$ cat src/design/frps_pkg.sv
// Package for the fault retry power sequencer: offsets, fields, timing
package frps_pkg;
	// Register indices, word access through the command port
	localparam logic [7:0] FRPS_ADDR_PG_ASSERT = 8'h5e;
	localparam logic [7:0] FRPS_ADDR_PG_NEGATE = 8'h5f;
	localparam logic [7:0] FRPS_ADDR_TURN_ON_DELAY_TIME = 8'h60;
	localparam logic [7:0] FRPS_ADDR_TURN_ON_RISE_TIME = 8'h61;
	localparam logic [7:0] FRPS_ADDR_FAULT_RESP = 8'h63;
	localparam logic [7:0] FRPS_ADDR_DELAY_UNIT = 8'hd2;
	localparam logic [7:0] FRPS_ADDR_STATUS = 8'hd3;
	// Reset values
	localparam logic [15:0] FRPS_RST_PG_ASSERT = 16'h0000;
	localparam logic [15:0] FRPS_RST_PG_NEGATE = 16'h0000;
	localparam logic [15:0] FRPS_RST_TURN_ON_DELAY_TIME = 16'h0000;
	localparam logic [15:0] FRPS_RST_TURN_ON_RISE_TIME = 16'h0001;
	localparam logic [7:0] FRPS_RST_FAULT_RESP = 8'h80;
	localparam logic [15:0] FRPS_RST_DELAY_UNIT = 16'h0001;
	// Fault response byte fields
	localparam int FRPS_RESP_MSB = 7;
	localparam int FRPS_RESP_LSB = 6;
	localparam int FRPS_RETRY_MSB = 5;
	localparam int FRPS_RETRY_LSB = 3;
	localparam int FRPS_TIME_MSB = 2;
	localparam int FRPS_TIME_LSB = 0;
	localparam logic [2:0] FRPS_RETRY_NONE = 3'h0;
	localparam logic [2:0] FRPS_RETRY_ENDLESS = 3'h7;
	// Status word bit positions
	localparam int FRPS_ST_PG_FLAG = 0;
	localparam int FRPS_ST_FAULT_LATCH = 1;
	localparam int FRPS_ST_OUT_ON = 2;
	localparam int FRPS_ST_PG_OUT = 3;
	// Timing: one millisecond of core clock at 10 MHz
	localparam int FRPS_CLK_HZ = 10000000;
	localparam int FRPS_MS_PER_S = 1000;
	localparam int FRPS_MS_CYCLES = FRPS_CLK_HZ / FRPS_MS_PER_S;
	typedef enum logic [1:0] {
		FRPS_RESP_IGNORE = 2'h0,
		FRPS_RESP_RUN_RETRY = 2'h1,
		FRPS_RESP_DIS_RETRY = 2'h2,
		FRPS_RESP_DIS_LATCH = 2'h3
	} frps_resp_t;
	typedef enum logic [5:0] {
		FRPS_ST_OFF = 6'h01,
		FRPS_ST_DELAY = 6'h02,
		FRPS_ST_RISE = 6'h04,
		FRPS_ST_ON = 6'h08,
		FRPS_ST_WAIT = 6'h10,
		FRPS_ST_LATCHED = 6'h20
	} frps_state_t;
endpackage

$ cat src/design/frps_ms_timer.sv
// Millisecond-scaled down-counter timer
`timescale 1ns/1ps
`default_nettype none
module frps_ms_timer
	import frps_pkg::*;
#(
	parameter int MS_CYCLES = FRPS_MS_CYCLES
)(
	// Clock and reset
	input wire logic core_clk,
	input wire logic rst,
	// Control
	input wire logic start,
	input wire logic [23:0] count_ms,
	// Result
	output logic done
);
	logic [23:0] ms_q, ms_d;
	logic [15:0] tick_q, tick_d;
	logic run_q, run_d;
	logic done_q, done_d;

	always_comb
	begin
		ms_d = ms_q;
		tick_d = tick_q;
		run_d = run_q;
		done_d = 1'b0;
		if (start)
		begin
			ms_d = count_ms;
			tick_d = 16'h0000;
			run_d = 1'b1;
		end
		else if (run_q)
		begin
			if (ms_q == 24'h000000)
			begin
				run_d = 1'b0;
				done_d = 1'b1;
			end
			else if (tick_q == 16'(MS_CYCLES - 1))
			begin
				tick_d = 16'h0000;
				ms_d = ms_q - 24'h000001;
			end
			else
				tick_d = tick_q + 16'h0001;
		end
	end

	always_ff @(posedge core_clk)
	begin
		if (rst)
		begin
			ms_q <= 24'h000000;
			tick_q <= 16'h0000;
			run_q <= 1'b0;
			done_q <= 1'b0;
		end
		else
		begin
			ms_q <= ms_d;
			tick_q <= tick_d;
			run_q <= run_d;
			done_q <= done_d;
		end
	end

	assign done = done_q;
endmodule // frps_ms_timer
`default_nettype wire

$ cat src/design/frps_sequencer.sv
// Fault retry policy, turn-on sequencing and power-good supervision
// Overview of operation
// - Retry field 110 gives six restart attempts
// - Exhausted attempts disable output until cleared
// - Attempt spacing is two to the time field times unit
// - Time field selects two to the value
// - Unit count is run delay or spacing
// - Unit length comes from separate register
// - Hold sixteen-bit power-good assert threshold
// - Below negate threshold drop enabled power-good
// - Below negate threshold set status flag
// - Wait turn-on delay before ramping
// - Ramp output over programmed rise time
// - Response mode selects ignore, run, disable
// - Retry field 000 means never restart
// - Clear, reset or off-on clears
`timescale 1ns/1ps
`default_nettype none
module frps_sequencer
	import frps_pkg::*;
#(
	parameter int MS_CYCLES = FRPS_MS_CYCLES
)(
	// Clock and reset
	input wire logic core_clk,
	input wire logic rst,
	// Register command port
	input wire logic reg_wr,
	input wire logic [7:0] reg_addr,
	input wire logic [15:0] reg_wdata,
	output logic [15:0] reg_rdata,
	input wire logic clear_faults,
	// Converter side
	input wire logic enable_pin,
	input wire logic fault_pin,
	input wire logic [15:0] vout_meas,
	input wire logic multi_pin_configuration,
	output logic output_enable,
	output logic ramp_active,
	output logic power_good_output
);
	// Pin synchronisers
	logic [1:0] en_sync_q, flt_sync_q;
	logic en_s, flt_s, en_prev_q;
	assign en_s = en_sync_q[1];
	assign flt_s = flt_sync_q[1];

	// Registers
	logic [15:0] power_good_assert_threshold_q;
	logic [15:0] power_good_negate_threshold_q;
	logic [15:0] turn_on_delay_time_q;
	logic [15:0] turn_on_rise_time_q;
	logic [7:0] fault_response_q;
	logic [15:0] delay_unit_ms_q;
	logic pg_flag_q, pg_flag_d;
	logic pg_q, pg_d;

	frps_state_t state_q, state_d;
	logic [2:0] tries_q, tries_d;
	logic tmr_start;
	logic [23:0] tmr_ms;
	logic tmr_done;
	logic fault_clr;

	frps_resp_t resp;
	logic [2:0] retry_lim, time_sel;
	logic [23:0] retry_ms;
	assign resp = frps_resp_t'(fault_response_q[FRPS_RESP_MSB:FRPS_RESP_LSB]);
	assign retry_lim = fault_response_q[FRPS_RETRY_MSB:FRPS_RETRY_LSB];
	assign time_sel = fault_response_q[FRPS_TIME_MSB:FRPS_TIME_LSB];
	// Units scale as a power of two; unit length from its own register
	assign retry_ms = 24'(delay_unit_ms_q) << time_sel;

	// Off then on through the enable pin, or clear command
	assign fault_clr = clear_faults || (en_s && !en_prev_q);

	frps_ms_timer #(
		.MS_CYCLES(MS_CYCLES)
	) u_timer (
		.core_clk(core_clk),
		.rst(rst),
		.start(tmr_start),
		.count_ms(tmr_ms),
		.done(tmr_done)
	);

	always_comb
	begin
		state_d = state_q;
		tries_d = tries_q;
		tmr_start = 1'b0;
		tmr_ms = 24'h000000;
		case (state_q)
			FRPS_ST_OFF:
				if (en_s)
				begin
					state_d = FRPS_ST_DELAY;
					tries_d = 3'h0;
					tmr_start = 1'b1;
					tmr_ms = 24'(turn_on_delay_time_q);
				end
			FRPS_ST_DELAY:
				if (!en_s)
					state_d = FRPS_ST_OFF;
				else if (tmr_done)
				begin
					state_d = FRPS_ST_RISE;
					tmr_start = 1'b1;
					tmr_ms = 24'(turn_on_rise_time_q);
				end
			FRPS_ST_RISE, FRPS_ST_ON:
				if (!en_s)
					state_d = FRPS_ST_OFF;
				else if (flt_s && resp != FRPS_RESP_IGNORE)
				begin
					// Run-through mode keeps output on while timing
					state_d = FRPS_ST_WAIT;
					tmr_start = 1'b1;
					tmr_ms = retry_ms;
					if (resp == FRPS_RESP_DIS_LATCH)
						state_d = FRPS_ST_LATCHED;
					else if (resp == FRPS_RESP_DIS_RETRY &&
						retry_lim == FRPS_RETRY_NONE)
						state_d = FRPS_ST_LATCHED;
				end
				else if (state_q == FRPS_ST_RISE && tmr_done)
					state_d = FRPS_ST_ON;
			FRPS_ST_WAIT:
				if (!en_s)
					state_d = FRPS_ST_OFF;
				else if (tmr_done)
				begin
					if (resp == FRPS_RESP_RUN_RETRY && !flt_s)
						state_d = FRPS_ST_ON;
					else if (retry_lim == FRPS_RETRY_NONE)
						state_d = FRPS_ST_LATCHED;
					else if (retry_lim != FRPS_RETRY_ENDLESS &&
						tries_q >= retry_lim)
						state_d = FRPS_ST_LATCHED;
					else
					begin
						// Endless mode never counts up to a limit
						if (retry_lim != FRPS_RETRY_ENDLESS)
							tries_d = tries_q + 3'h1;
						state_d = FRPS_ST_RISE;
						tmr_start = 1'b1;
						tmr_ms = 24'(turn_on_rise_time_q);
					end
				end
			FRPS_ST_LATCHED:
				if (fault_clr)
					state_d = FRPS_ST_OFF;
			default:
				state_d = FRPS_ST_OFF;
		endcase
	end

	always_comb
	begin
		pg_d = pg_q;
		pg_flag_d = pg_flag_q;
		if (vout_meas < power_good_negate_threshold_q)
		begin
			pg_d = 1'b0;
			pg_flag_d = 1'b1;
		end
		else if (vout_meas >= power_good_assert_threshold_q)
			pg_d = 1'b1;
		if (clear_faults && !pg_flag_d)
			pg_flag_d = 1'b0;
		else if (clear_faults &&
			!(vout_meas < power_good_negate_threshold_q))
			pg_flag_d = 1'b0;
	end

	always_ff @(posedge core_clk)
	begin
		if (rst)
		begin
			en_sync_q <= 2'h0;
			flt_sync_q <= 2'h0;
			en_prev_q <= 1'b0;
			state_q <= FRPS_ST_OFF;
			tries_q <= 3'h0;
			pg_q <= 1'b0;
			pg_flag_q <= 1'b0;
			power_good_assert_threshold_q <= FRPS_RST_PG_ASSERT;
			power_good_negate_threshold_q <= FRPS_RST_PG_NEGATE;
			turn_on_delay_time_q <= FRPS_RST_TURN_ON_DELAY_TIME;
			turn_on_rise_time_q <= FRPS_RST_TURN_ON_RISE_TIME;
			fault_response_q <= FRPS_RST_FAULT_RESP;
			delay_unit_ms_q <= FRPS_RST_DELAY_UNIT;
		end
		else
		begin
			en_sync_q <= {en_sync_q[0], enable_pin};
			flt_sync_q <= {flt_sync_q[0], fault_pin};
			en_prev_q <= en_s;
			state_q <= state_d;
			tries_q <= tries_d;
			pg_q <= pg_d;
			pg_flag_q <= pg_flag_d;
			if (reg_wr)
				case (reg_addr)
					FRPS_ADDR_PG_ASSERT:
						power_good_assert_threshold_q <= reg_wdata;
					FRPS_ADDR_PG_NEGATE:
						power_good_negate_threshold_q <= reg_wdata;
					FRPS_ADDR_TURN_ON_DELAY_TIME:
						turn_on_delay_time_q <= reg_wdata;
					FRPS_ADDR_TURN_ON_RISE_TIME:
						turn_on_rise_time_q <= reg_wdata;
					FRPS_ADDR_FAULT_RESP:
						fault_response_q <= reg_wdata[7:0];
					FRPS_ADDR_DELAY_UNIT:
						delay_unit_ms_q <= reg_wdata;
					default:
						;
				endcase
		end
	end

	always_comb
	begin
		case (reg_addr)
			FRPS_ADDR_PG_ASSERT: reg_rdata = power_good_assert_threshold_q;
			FRPS_ADDR_PG_NEGATE: reg_rdata = power_good_negate_threshold_q;
			FRPS_ADDR_TURN_ON_DELAY_TIME: reg_rdata = turn_on_delay_time_q;
			FRPS_ADDR_TURN_ON_RISE_TIME: reg_rdata = turn_on_rise_time_q;
			FRPS_ADDR_FAULT_RESP: reg_rdata = {8'h00, fault_response_q};
			FRPS_ADDR_DELAY_UNIT: reg_rdata = delay_unit_ms_q;
			FRPS_ADDR_STATUS:
				reg_rdata = {12'h000, power_good_output, output_enable,
					state_q == FRPS_ST_LATCHED, pg_flag_q};
			default: reg_rdata = 16'h0000;
		endcase
	end

	assign output_enable = (state_q == FRPS_ST_RISE) ||
		(state_q == FRPS_ST_ON) ||
		(state_q == FRPS_ST_WAIT && resp == FRPS_RESP_RUN_RETRY);
	assign ramp_active = (state_q == FRPS_ST_RISE);
	// Pin stays low unless enabled in the multi-pin setting
	assign power_good_output = pg_q && multi_pin_configuration;

	a_latch_holds: assert property (@(posedge core_clk) disable iff (rst)
		state_q == FRPS_ST_LATCHED && !fault_clr |=> !output_enable)
		else $error("output on while latched");
	a_pg_negate: assert property (@(posedge core_clk) disable iff (rst)
		vout_meas < power_good_negate_threshold_q |=> !pg_q && pg_flag_q)
		else $error("power good not negated");
	a_pg_hyst: assert property (@(posedge core_clk) disable iff (rst)
		vout_meas >= power_good_negate_threshold_q &&
		vout_meas < power_good_assert_threshold_q |=> $stable(pg_q))
		else $error("power good moved inside band");
	a_pg_assert: assert property (@(posedge core_clk) disable iff (rst)
		vout_meas >= power_good_assert_threshold_q &&
		vout_meas >= power_good_negate_threshold_q |=> pg_q)
		else $error("power good not asserted");
	a_delay_rise: assert property (@(posedge core_clk) disable iff (rst)
		state_q == FRPS_ST_DELAY && tmr_done && en_s |=>
		state_q == FRPS_ST_RISE)
		else $error("ramp did not follow delay");
	a_tries_bound: assert property (@(posedge core_clk) disable iff (rst)
		retry_lim != FRPS_RETRY_ENDLESS && $changed(tries_q) &&
		tries_q != 3'h0 |-> tries_q <= retry_lim)
		else $error("too many retries");
	a_retry_none: assert property (@(posedge core_clk) disable iff (rst)
		state_q == FRPS_ST_WAIT && tmr_done && en_s && flt_s &&
		retry_lim == FRPS_RETRY_NONE |=> state_q == FRPS_ST_LATCHED)
		else $error("restart with zero retry");
	a_latch_mode: assert property (@(posedge core_clk) disable iff (rst)
		(state_q == FRPS_ST_ON) && en_s && flt_s &&
		resp == FRPS_RESP_DIS_LATCH |=> state_q == FRPS_ST_LATCHED)
		else $error("latch mode not applied");
	a_endless: assert property (@(posedge core_clk) disable iff (rst)
		retry_lim == FRPS_RETRY_ENDLESS && state_q == FRPS_ST_WAIT &&
		tmr_done && en_s && resp == FRPS_RESP_DIS_RETRY |=>
		state_q == FRPS_ST_RISE)
		else $error("endless retry stopped");
	a_clear: assert property (@(posedge core_clk) disable iff (rst)
		state_q == FRPS_ST_LATCHED && fault_clr |=> state_q == FRPS_ST_OFF)
		else $error("fault not cleared");
	c_turn_on: cover property (@(posedge core_clk) disable iff (rst)
		state_q == FRPS_ST_RISE ##1 state_q == FRPS_ST_ON);
	c_retry: cover property (@(posedge core_clk) disable iff (rst)
		state_q == FRPS_ST_WAIT ##1 state_q == FRPS_ST_RISE);
	c_latched: cover property (@(posedge core_clk) disable iff (rst)
		state_q == FRPS_ST_WAIT ##1 state_q == FRPS_ST_LATCHED);
	c_pg_drop: cover property (@(posedge core_clk) disable iff (rst)
		pg_q ##1 !pg_q);
endmodule // frps_sequencer
`default_nettype wire

$ cat config.mk
export PLATFORM = sky130hd
export DESIGN_NAME = frps_sequencer
export DESIGN_NICKNAME = d
export VERILOG_FILES = /design/src/design/frps_pkg.sv /design/src/design/frps_ms_timer.sv /design/src/design/frps_sequencer.sv
export SDC_FILE = /design/constraint.sdc
export NUM_CORES = 1
export LEC_CHECK = 0
export ABC_CLOCK_PERIOD_IN_PS = 3800
export BUFFER_PORTS_ARGS = -buffer_cell sky130_fd_sc_hd__buf_4
export CORE_MARGIN = 3
export CORE_UTILIZATION = 40
export DETAILED_ROUTE_END_ITERATION = 12
export PLACE_DENSITY = 0.59
export SYNTH_ARGS = -nofsm -noshare
export SYNTH_HDL_FRONTEND = slang
export SYNTH_SLANG_ARGS = --single-unit
$ cat constraint.sdc
create_clock -name core_clk -period 3.8 [get_ports core_clk]
set_clock_uncertainty 0.2 [all_clocks]
set_input_delay 0.19 -clock core_clk [delete_from_list [all_inputs] [get_ports core_clk]]
set_output_delay 0.19 -clock core_clk [all_outputs]
set_load 0.01 [all_outputs]
# After elaboration in Yosys (flattened, before gate mapping)
# Cells that the tools add are included.
# W data, S select, Z words.
[totals] ff_bits=146 input_bits=47 out_inout_bits=19 wordCells=150
[classes] add_sub_neg=3 magnitude_cmp=3 n_eq_ne=30 shifts=1 n_mux=56 bitwise=2 n_reduce_logical=38
[op_table] cell="$mux W16" count=9
[op_table] cell="$mux W24" count=6
[op_table] cell="$pmux W16 S7" count=1
[op_table] cell="$pmux W24 S4" count=1
[op_table] cell="$mux W6" count=14
[op_table] cell="$eq A8 B7 Y1 const B" count=5
[op_table] cell="$pmux W6 S5" count=1
[op_table] cell="$logic_not A24 Y1" count=1
[op_table] cell="$shl A16 B3 Y24" count=1
[op_table] cell="$sub A24 B1 Y24 const B" count=1
[op_table] cell="$mux W3" count=7
[op_table] cell="$add A16 B1 Y16 const B" count=1
[op_table] cell="$eq A16 B14 Y1 const B" count=1
[op_table] cell="$eq A8 B8 Y1 const B" count=2
[op_table] cell="$ge A16 B16 Y1" count=1
[op_table] cell="$lt A16 B16 Y1" count=1
[op_table] cell="$ne A2 B2 Y1 const B" count=8
[op_table] cell="$mux W1" count=15
[op_table] cell="$reduce_and A2 Y1" count=7
[op_table] cell="$logic_and A1 B1 Y1" count=10
[op_table] cell="$reduce_and A8 Y1" count=1
[op_table] cell="$reduce_bool A2 Y1" count=4
[op_table] cell="$eq A6 B1 Y1 const B" count=1
[op_table] cell="$eq A6 B2 Y1 const B" count=1
[op_table] cell="22 further kinds" count=33

# Longest topological paths before layout
# Gate-level depths: netlist of run 1.
[logic_depth] word_depth=10 depth_mapped=12 ltp_nobuf=9

# By module
# Synthesis of run 1 repeated with hierarchy kept, for this count alone.
[hier_totals] cells_unflattened=1098 hier_area_um2=8730.9
[modules_own_cells] mod="frps_sequencer" instances=1 cells_per_inst=826 area_per_inst_um2=6436.2 seq_area_each_um2=2082.0
[modules_own_cells] mod="frps_ms_timer" instances=1 cells_per_inst=272 area_per_inst_um2=2294.7 seq_area_each_um2=840.8

# Least setup slack after synthesis of run 1
# Ideal clock, no wire load.
[synth_timing] kind="register to register" startpoint="register fault_response_q[5]" endpoint="register u_timer.tick_q[10]" setup_ns=0.064 t_arrival_ns=2.284 required_ns=3.536 slack_ns=1.252 path_stages_with_launch=13 path_buffers=3 synth_period_minus_slack_ns=2.548 cell_sequence="dfxtp_1 inv_1 ha_1 nand2_1 o21ai_0 a211o_1 a21boi_0 and2_1 buf_6 or3_1 buf_6 buf_6 nor2_1"
[synth_between] elab_chain_len=9 word_cells_on_any_way=11 cone_classes="1 x order compare; 1 x eq/ne; 6 x mux; 3 x reduce/logical"
[synth_lines] item="from (decl)" line="frps_sequencer.sv:53" source="logic [7:0] fault_response_q;"
[synth_lines] item="from (signal assigned)" line="frps_sequencer.sv:214" source="fault_response_q <= reg_wdata[7:0];"
[synth_lines] item="$ge A3 B3 Y1 or $ne A3 B3 Y1 (tied branches)" line="frps_sequencer.sv:138, frps_sequencer.sv:137"
[synth_lines] item="$logic_and A1 B1 Y1" line="frps_sequencer.sv:137" source="else if (retry_lim != FRPS_RETRY_ENDLESS &&"
[synth_lines] item="$mux W1" line="frps_sequencer.sv:137"
[synth_lines] item="$mux W1 (*)" line="frps_sequencer.sv:135" source="else if (retry_lim == FRPS_RETRY_NONE)"
[synth_lines] item="$mux W1 (*)" line="frps_sequencer.sv:133" source="if (resp == FRPS_RESP_RUN_RETRY && !flt_s)"
[synth_lines] item="$mux W1 (*)" line="frps_sequencer.sv:131" source="else if (tmr_done)"
[synth_lines] item="$mux W1 (*)" line="frps_sequencer.sv:129" source="if (!en_s)"
[synth_lines] item="$pmux W1 S4 (*)" line="frps_sequencer.sv:93" source="case (state_q)"
[synth_lines] item="$reduce_or A2 Y1 (no source line) (*)"
[synth_lines] item="to (signal assigned)" line="frps_ms_timer.sv:64" source="tick_q <= tick_d;"
[synth_lines] item="to (decl)" line="frps_ms_timer.sv:19" source="logic [15:0] tick_q, tick_d;"
# Every way passes the cells marked *; elsewhere a longest branch is shown, timed or not.
# A chain may end at the register's enable or synchronous reset.

# Worst setup path in the final report of run 1
# Same ends and word-level chain as after synthesis.

==> results of run 1 <==
==> where the power goes <==
group	switching (mW)	total [mW]	internal, mW	leakage [nW]
clock	0.706	1.62	0.912	0.269
sequential	0.0269	1.57	1.55	1.18
combinational	0.188	0.319	0.130	2.05
total	0.921	3.51	2.59	3.50
==> registers in the layout (all words and copies together) (netlist names) <==
signal,cells
u_timer.tick_q,16
turn_on_rise_time_q,16
fault_response_q,8
u_timer.ms_q,24
u_timer.done,1
turn_on_delay_time_q,16
delay_unit_ms_q,16
tries_q,3
pg_flag_q,1
pg_q,1
en_sync_q,2
flt_sync_q,2
en_prev_q,1
u_timer.run_q,1
power_good_assert_threshold_q,16
power_good_negate_threshold_q,16
state_q,6
==> critical path, stage by stage (launching register included) <==
cell	delay, ns
dfxtp_1	0.44
inv_1	0.07
ha_1	0.31
a21oi_1	0.13
o21ai_0	0.17
a211o_1	0.30
a21boi_0	0.38
and2_1	0.21
or3_1	0.51
nor2_1	0.11
==> cells by family (layout without fill, tap and decap cells) <==
logic type | Yosys count | in the layout | synth area share
AO/OA/AOI/OAI | 262 | 262 | 0.196
XOR/XNOR | 35 | 35 | 0.0365
adder cells (fa/ha/maj) | 37 | 37 | 0.0551
buffers and inverters | 117 | 185 | 0.0569
flip-flops | 146 | 146 | 0.348
multiplexers | 46 | 46 | 0.0564
AND/OR/NAND/NOR | 446 | 446 | 0.251
==> placed cells by master, fill, tap and decap left out, types with 7 or more instances in the layout <==
master	count
nand2_1	191
dfxtp_1	146
a21oi_1	126
buf_4	87
nand3_1	78
nor2_1	59
inv_1	47
o21ai_0	39
ha_1	37
mux2i_1	35
nor3_1	23
xor2_1	22
dlygate4sd3_1	19
nand4_1	17
clkbuf_16	17
a222oi_1	16
a21o_1	14
a221o_1	13
xnor2_1	13
nor2b_1	11
a22oi_1	11
mux2_2	11
and3_1	10
a211oi_1	10
nand2b_1	8
nor4_1	8
nor2_2	7
==> area by class of cell <==
| class | instances | area share |
|---|---|---|
| multi-input combinational | 826 | 0.509 |
| inverter | 47 | 0.0179 |
| clock buffer | 19 | 0.0439 |
| tap | 270 | 0.0342 |
| sequential | 146 | 0.296 |
| timing repair buffer | 106 | 0.0855 |
| clock inverter | 13 | 0.0131 |
==> per-layer routing <==
metal / part of all wire / routed length, µm / global-route usage
met5: 0 / 0 / 0
met4: 0.011 / 287 / 0.0567
met3: 0.052 / 1290 / 0.0422
met2: 0.45 / 11400 / 0.354
met1: 0.48 / 12000 / 0.324
==> stage by stage <==
step | hold slack, ns | setup slack [ns] | std cells | utilization
3_5_place_dp | 0.207 | 0.803 | 1376 | 0.446
3_3_place_gp | 0.207 | 0.900 | 1376 | 0.446
6_report | 0.0257 | 0.838 | 1427 | 0.483
5_1_grt | 0.0276 | 0.515 | 1427 | 0.483
4_1_cts | 0.00849 | 0.795 | 1427 | 0.483
2_1_floorplan | 0.111 | 1.25 | 1089 | -
==> what timing repair did <==
item,CTS,global route
hold buffers,19,0
buffers inserted,0,0
hold endpoints to repair,91,0
==> final timing paths <==
| path | cells past startpoint | startpoint | endpoint | slack, ns |
|---|---|---|---|---|
| worst max-delay path | 9 | fault_response_q[5] | u_timer.tick_q[10] | 0.84 |
| worst min-delay path | 2 | rst | power_good_assert_threshold_q[13] | 0.03 |
| worst max register to register | 9 | fault_response_q[5] | u_timer.tick_q[10] | 0.84 |
| worst min register to register | 1 | en_sync_q[0] | en_sync_q[1] | 0.25 |
==> results.md, run 1 <==
| Step | Quantity | Reported |
| --- | --- | --- |
| yosys | Syn avg cell area | 7.72 µm² |
| sta | Total setup violations reported at the end of the flow | 0 |
| yosys | Portion of synthesized cell area occupied by the leading cell type | 0.348 |
| layout | Ratio of cells with drive above 1 in the final layout | 0.126 |
| yosys | Most frequently used flop master after synthesis | dfxtp_1 |
| placement | Cell area after placement | 0.00911 mm² |
| layout | Signed area change from the synthesized netlist to the final layout | 17.4% |
| yosys | Distinct cell type count after synthesis | 66 |
| critical path | Max Fanout on Critical Path | 15 |
| floorplanning | I/O pins | 66 |
| pwr | Standby leakage power | 3.50 nW |
| clock network | Deepest clock path buffer count | 2 |
| yosys | Top area cells in the synthesized netlist | dfxtp_1, nand2_1, a21oi_1 |
| yosys | Synth top cells by count | nand2_1, dfxtp_1, a21oi_1 |
| layout | Sequential cell area | 0.00292 mm² |
| yosys | Instance count of the mapped netlist | 1,089 |
| floorplanning | Initial Utilization | 0.411 |
| route | Final antenna-violating net count | 0 |
| pwr | Total chip power | 3.51 mW |
| sta | Final period demand of the worst path | 2.96 ns |
| floorplanning | Area of the die | 0.0228 mm² |
| floorplanning | Core footprint | 0.0204 mm² |
| clock network | Number of sinks driven by the clock tree | 146 |
| clock network | Level count of the clock H-tree | 4 |
| pwr | Power per standard cell area | 356 mW/mm² |
| grt | First-pass GRT wire length | 41,100 µm |
| sta | Worst relative slew slack | 0.314 |
| sta | Achievable Freq | 338 MHz |
| yosys | Sequential element share of the synthesized area | 0.348 |
| layout | Summed area of non-filler cells in the final layout | 0.00987 mm² |
| critical path | CP Capture Type | flop |
| grt | Number of global-route vias before repair | 7,656 |
| placement | Placer's final routability congestion estimate | 0.845 |
| grt | All-Layer GR Usage | 0.227 |
| grt | GRT overflow | 0 |
| yosys | Number of enable flip-flop cells after synthesis | 0 |
| sta | RSZ-0062 raised after global routing | false |
| route | DR vias | 8,007 |
| grt | Pin count of the biggest net entering global routing | 64 |
| pwr | Maximum VDD drop | 0.261 mV |
| critical path | Signal arrival time at the worst endpoint | 3.05 ns |
| route | WL/cell | 17.5 µm |
| route | DRC violations left | 0 |
| placement | IO buf count | 65 |
| layout | Antenna diode count | 0 |
| sta | Max-slew violations | 0 |
| route | Vias per Instance | 5.61 |
| layout | Layout net count | 1,228 |
| layout | Multi-input gate area | 0.00502 mm² |
| route | Number of design-rule violations left by the first detailed-router iteration | 748 |
| route | DRT Wirelength | 25,000 µm |
| clock network | Clock tree from TritonCTS | done |
| sta | Final hold vios | 0 |
| flow run | Max-cap viol count | 0 |
| route | 1st-pass router iterations | 7 |
| grt | Number of antenna violations at the first check in global routing | 0 |
| hold path | Class of the tightest hold or removal check | in2reg |
| placement | HPWL after detailed placement | 18,200 µm |
| clock network | Total CTS buffers | 17 |
| layout | Filler cells | 2,071 |
| sta | Fin crit share | 0.780 |
| critical path | Worst setup path category | reg2reg |
| floorplanning | Die outline width | 151 µm |
| sta | Setup TNS | 0 ns |
| yosys | Register bit count reported by yosys | 146 |
| yosys | Post-synthesis instance area | 0.00841 mm² |
| status | Run status | completed |
| yosys | Cell with the most instances after synthesis | nand2_1 |
| critical path | Required time at the worst-slack endpoint | 3.89 ns |
| critical path | Critical path launch point type | flop |
| clock network | Clk slew on worst S/H paths | 0.07 ns |
| yosys | Synth area leader | dfxtp_1 |
| floorplanning | Die Y-Extent | 151 µm |
| sta | Transition time at the pin with the least slew margin | 1.03 ns |
| clock network | Clock latency at the later pin of the worst-skew pair | 0.43 ns |
| clock network | Number of resized instances in the post-cts repair step | 0 |
| yosys | Share of synthesized registers carrying an async set or reset | 0 |
| yosys | Yosys synthesis warning count | 0 |
| floorplanning | Num rows | 52 |
| clock network | CTS Root Cell | clkbuf_16 |
| yosys | Net Count, Synth | 1,173 |
(Power assumes the default switching activity.)
==> run 2, diff against run 1 <==
- ABC_AREA: unset -> 1
- ABC_CLOCK_PERIOD_IN_PS: 3800 -> 3000
- clock period: 3.8 -> 3 ns (I/O delays scaled with it)
==> results.md, run 2 <==
| Step | Quantity | Reported | Change |
| --- | --- | --- | --- |
| critical path | Critical-path cell with the highest stage delay | dfxtp_1 | was or3_1 |
| layout | Share of the core filled with cells | 0.483 | about the same |
| grt | Number of antenna violations at the first check in global routing | 0 | unchanged |
| critical path | Ordered list of cells on the worst path | inv_1 -> ha_1 -> nand2_1 -> nor2_1 -> nor2_1 -> nand3_1 -> nand2_1 -> nand2_1 -> nand2_2 -> nand2_4 -> nand2_4 -> nor2_8 -> inv_2 -> nor3_1 | was inv_1 -> ha_1 -> a21oi_1 -> o21ai_0 -> a211o_1 -> a21boi_0 -> and2_1 -> or3_1 -> nor2_1 |
| route | Number of design-rule violations left by the first detailed-router iteration | 774 | was 748 |
| yosys | Top area cells in the synthesized netlist | dfxtp_1, nand2_1, a21oi_1 | unchanged |
| yosys | Sequential element share of the synthesized area | 0.327 | was 0.348 |
| sta | Max-slew violations | 0 | unchanged |
| critical path | Worst setup path category | reg2reg | unchanged |
| yosys | Portion of synthesized cell area occupied by the leading cell type | 0.327 | was 0.348 |
| yosys | Number of enable flip-flop cells after synthesis | 0 | unchanged |
| floorplanning | Die Y-Extent | 155 µm | was 151 µm |
| placement | IO buf count | 65 | unchanged |
| layout | Largest register FFs | 24 | unchanged |
| pwr | Maximum VDD drop | 0.354 mV | was 0.261 mV |
| clock network | Clk slew on worst S/H paths | 0.07 ns | about the same |
| clock network | CTS Root Cell | clkbuf_16 | unchanged |
| critical path | CP Capture Type | flop | unchanged |
| floorplanning | Initial Utilization | 0.408 | was 0.411 |
| sta | RSZ-0062 raised after global routing | false | unchanged |
| clock network | Total CTS buffers | 17 | unchanged |
| critical path | Required time at the worst-slack endpoint | 3.16 ns | was 3.89 ns |
| layout | Antenna diode count | 0 | unchanged |
| placement | Placer's final routability congestion estimate | 0.937 | was 0.845 |
| pwr | Power per standard cell area | 569 mW/mm² | was 356 mW/mm² |
| clock network | Number of sinks driven by the clock tree | 146 | unchanged |
| critical path | Critical path's top delay family | simple AND/OR/NAND/NOR gates | was compound AO/OA/AOI/OAI gates |
| sta | Final period demand of the worst path | 2.55 ns | was 2.96 ns |
| yosys | Post-synthesis instance area | 0.00893 mm² | was 0.00841 mm² |
| floorplanning | Num rows | 54 | was 52 |
| route | DRC violations left | 0 | unchanged |
| critical path | Critical path launch point type | flop | unchanged |
| yosys | Instance count of the mapped netlist | 1,376 | was 1,089 |
| route | Vias per Instance | 5.30 | was 5.61 |
| grt | First-pass GRT wire length | 46,000 µm | was 41,100 µm |
| layout | Register ranked first by flip-flop count | u_timer.ms_q | unchanged |
| grt | All-Layer GR Usage | 0.239 | was 0.227 |
| critical path | Max Fanout on Critical Path | 16 | was 15 |
| critical path | Path depth of the worst reg2reg path | 14 | was 9 |
| yosys | Share of synthesized registers carrying an async set or reset | 0 | unchanged |
| clock network | Total setup buffers inserted after CTS | 0 | unchanged |
| sta | Transition time at the pin with the least slew margin | 0.877 ns | was 1.03 ns |
| clock network | Clock latency at the later pin of the worst-skew pair | 0.45 ns | was 0.43 ns |
| grt | Number of global-route vias before repair | 8,640 | was 7,656 |
| clock network | Clock tree from TritonCTS | done | unchanged |
| yosys | Net Count, Synth | 1,460 | was 1,173 |
| yosys | Cell with the most instances after synthesis | nand2_1 | unchanged |
| route | 1st-pass router iterations | 5 | was 7 |
| yosys | Distinct cell type count after synthesis | 41 | was 66 |
| sta | Setup TNS | 0 ns | unchanged |
| critical path | Most frequent CP cell | nand2_1 |  |
| critical path | Signal arrival time at the worst endpoint | 2.71 ns | was 3.05 ns |
| sta | Worst relative slew slack | 0.415 | was 0.314 |
| clock network | Deepest clock path buffer count | 2 | unchanged |
| sta | Achievable Freq | 393 MHz | was 338 MHz |
| route | DR vias | 9,243 | was 8,007 |
| flow run | Max-cap viol count | 0 | unchanged |
| route | WL/cell | 16.4 µm | was 17.5 µm |
| layout | Signed area change from the synthesized netlist to the final layout | 18.4% | was 17.4% |
| hold path | Class of the tightest hold or removal check | in2reg | unchanged |
| sta | Slack of the critical path | 0.454 ns | was 0.838 ns |
| sta | Total setup violations reported at the end of the flow | 0 | unchanged |
| layout | Filler cells | 2,293 | was 2,071 |
| floorplanning | I/O pins | 66 | unchanged |
| sta | Final hold vios | 0 | unchanged |
| layout | Most used cells in the layout excluding fill and tap cells | nand2_1, inv_1, nor2_1, dfxtp_1, a21oi_1 | was nand2_1, dfxtp_1, a21oi_1, buf_4, nand3_1 |
| critical path | Largest incremental delay on the critical path | 0.36 ns | was 0.51 ns |
| status | Run status | completed | unchanged |
| pwr | Total chip power | 6.02 mW | was 3.51 mW |
| critical path | Instance count on the critical path | 14 | was 9 |
| sta | Fin crit share | 0.849 | was 0.780 |
| clock network | Level count of the clock H-tree | 4 | unchanged |
| route | Final antenna-violating net count | 0 | unchanged |
| yosys | Yosys synthesis warning count | 0 | unchanged |
| floorplanning | Core footprint | 0.0219 mm² | was 0.0204 mm² |
| floorplanning | Die outline width | 155 µm | was 151 µm |
| layout | Ratio of cells with drive above 1 in the final layout | 0.111 | was 0.126 |
| yosys | Syn avg cell area | 6.49 µm² | was 7.72 µm² |
| critical path | Bufs and invs on worst path | 2 | was 1 |
| pwr | Standby leakage power | 4.47 nW | was 3.50 nW |
| layout | Layout net count | 1,535 | was 1,228 |
| placement | HPWL after detailed placement | 21,400 µm | was 18,200 µm |
| hold path | Cell depth of the worst min-delay path | 8 | was 2 |
| yosys | Register bit count reported by yosys | 146 | unchanged |
| yosys | Synth top cells by count | nand2_1, inv_1, nor2_1 | was nand2_1, dfxtp_1, a21oi_1 |
| layout | Most common library cell in the layout ignoring fill and taps | nand2_1 | unchanged |
| route | DRT Wirelength | 28,500 µm | was 25,000 µm |
| floorplanning | Area of the die | 0.0242 mm² | was 0.0228 mm² |
| yosys | Synth area leader | dfxtp_1 | unchanged |
| grt | GRT overflow | 0 | unchanged |
| grt | Pin count of the biggest net entering global routing | 75 | was 64 |
| placement | Dpl ws | 0.505 ns | was 0.803 ns |
| yosys | Most frequently used flop master after synthesis | dfxtp_1 | unchanged |
==> run 2: cell count changes after synthesis, moves of 13 or more <==
cell / change
o21ai_1: +15
a21o_1: -14
clkbuf_1: -24
nand2_1: +98
a221o_1: -13
inv_1: +111
a222oi_1: -16
nor2_1: +95
nand3_2: +17
mux2i_1: -34
o21ai_0: +92
==> run 2: power by group <==
group / internal [mW] / switching, mW
combinational: 0.641 / 1.04
sequential: 2.03 / 0.102
clock: 1.20 / 1.02
total: 3.87 / 2.15
==> run 2: layout make-up <==
cell class / count / area [µm²] / share of cell area
multi-input combinational: 1004 / 5130 / 0.485
inverter: 170 / 638 / 0.0603
clock buffer: 17 / 425 / 0.0402
tap: 280 / 350 / 0.0331
sequential: 146 / 2920 / 0.276
clock inverter: 15 / 184 / 0.0174
timing repair buffer: 112 / 928 / 0.0878
==> run 2: worst min-delay path: stages <==
cell      delay [ns]
buf_4           0.09
ha_1            0.14
a21oi_1         0.05
o211ai_1        0.08
nand2_1         0.05
nand3_1         0.12
nor2_1          0.05
nor2_1          0.08
==> run 2: final timing paths <==
check / end / start / slack (ns)
max reg2reg: u_timer.tick_q[5] / fault_response_q[4] / 0.45
max: u_timer.tick_q[5] / fault_response_q[4] / 0.45
min reg2reg: en_sync_q[1] / en_sync_q[0] / 0.20
min: pg_q / vout_meas[7] / 0.20
==> run 2: cells by family after synthesis <==
| family | share of synthesized area |
|---|---|
| buffers and inverters | 0.0987 |
| xor gates and xnor gates | 0.0235 |
| DFF | 0.327 |
| muxes | 0.00112 |
| AOI/OAI and AO/OA | 0.193 |
| adders and majority gates | 0.0518 |
| and+or+nand+nor | 0.305 |
==> run 2: per-stage QoR <==
| stage | instances | hold slack [ns] | area (µm²) |
|---|---|---|---|
| after global routing | 1744 | 0.223 | 10600 |
| after detailed placement | 1682 | 0.177 | 9670 |
| after floorplan | 1376 | 0.0570 | 8930 |
| after global placement | 1682 | 0.177 | 9670 |
| after CTS | 1744 | 0.174 | 10600 |
| final | 1744 | 0.198 | 10600 |
==> run 2: repair_timing <==
action,in CTS,in global routing
endpoints found under the setup margin,0,0
endpoints found under the hold margin,99,0
resized for setup,0,0
hold buffers,30,0
==> run 2: per-layer routing <==
metal	up-vias	wire, µm	GRT usage
li1	4695	-	-
met3	44	1840	0.0420
met5	-	0	0
met4	0	582	0.0759
met2	302	12300	0.363
met1	4202	13800	0.343
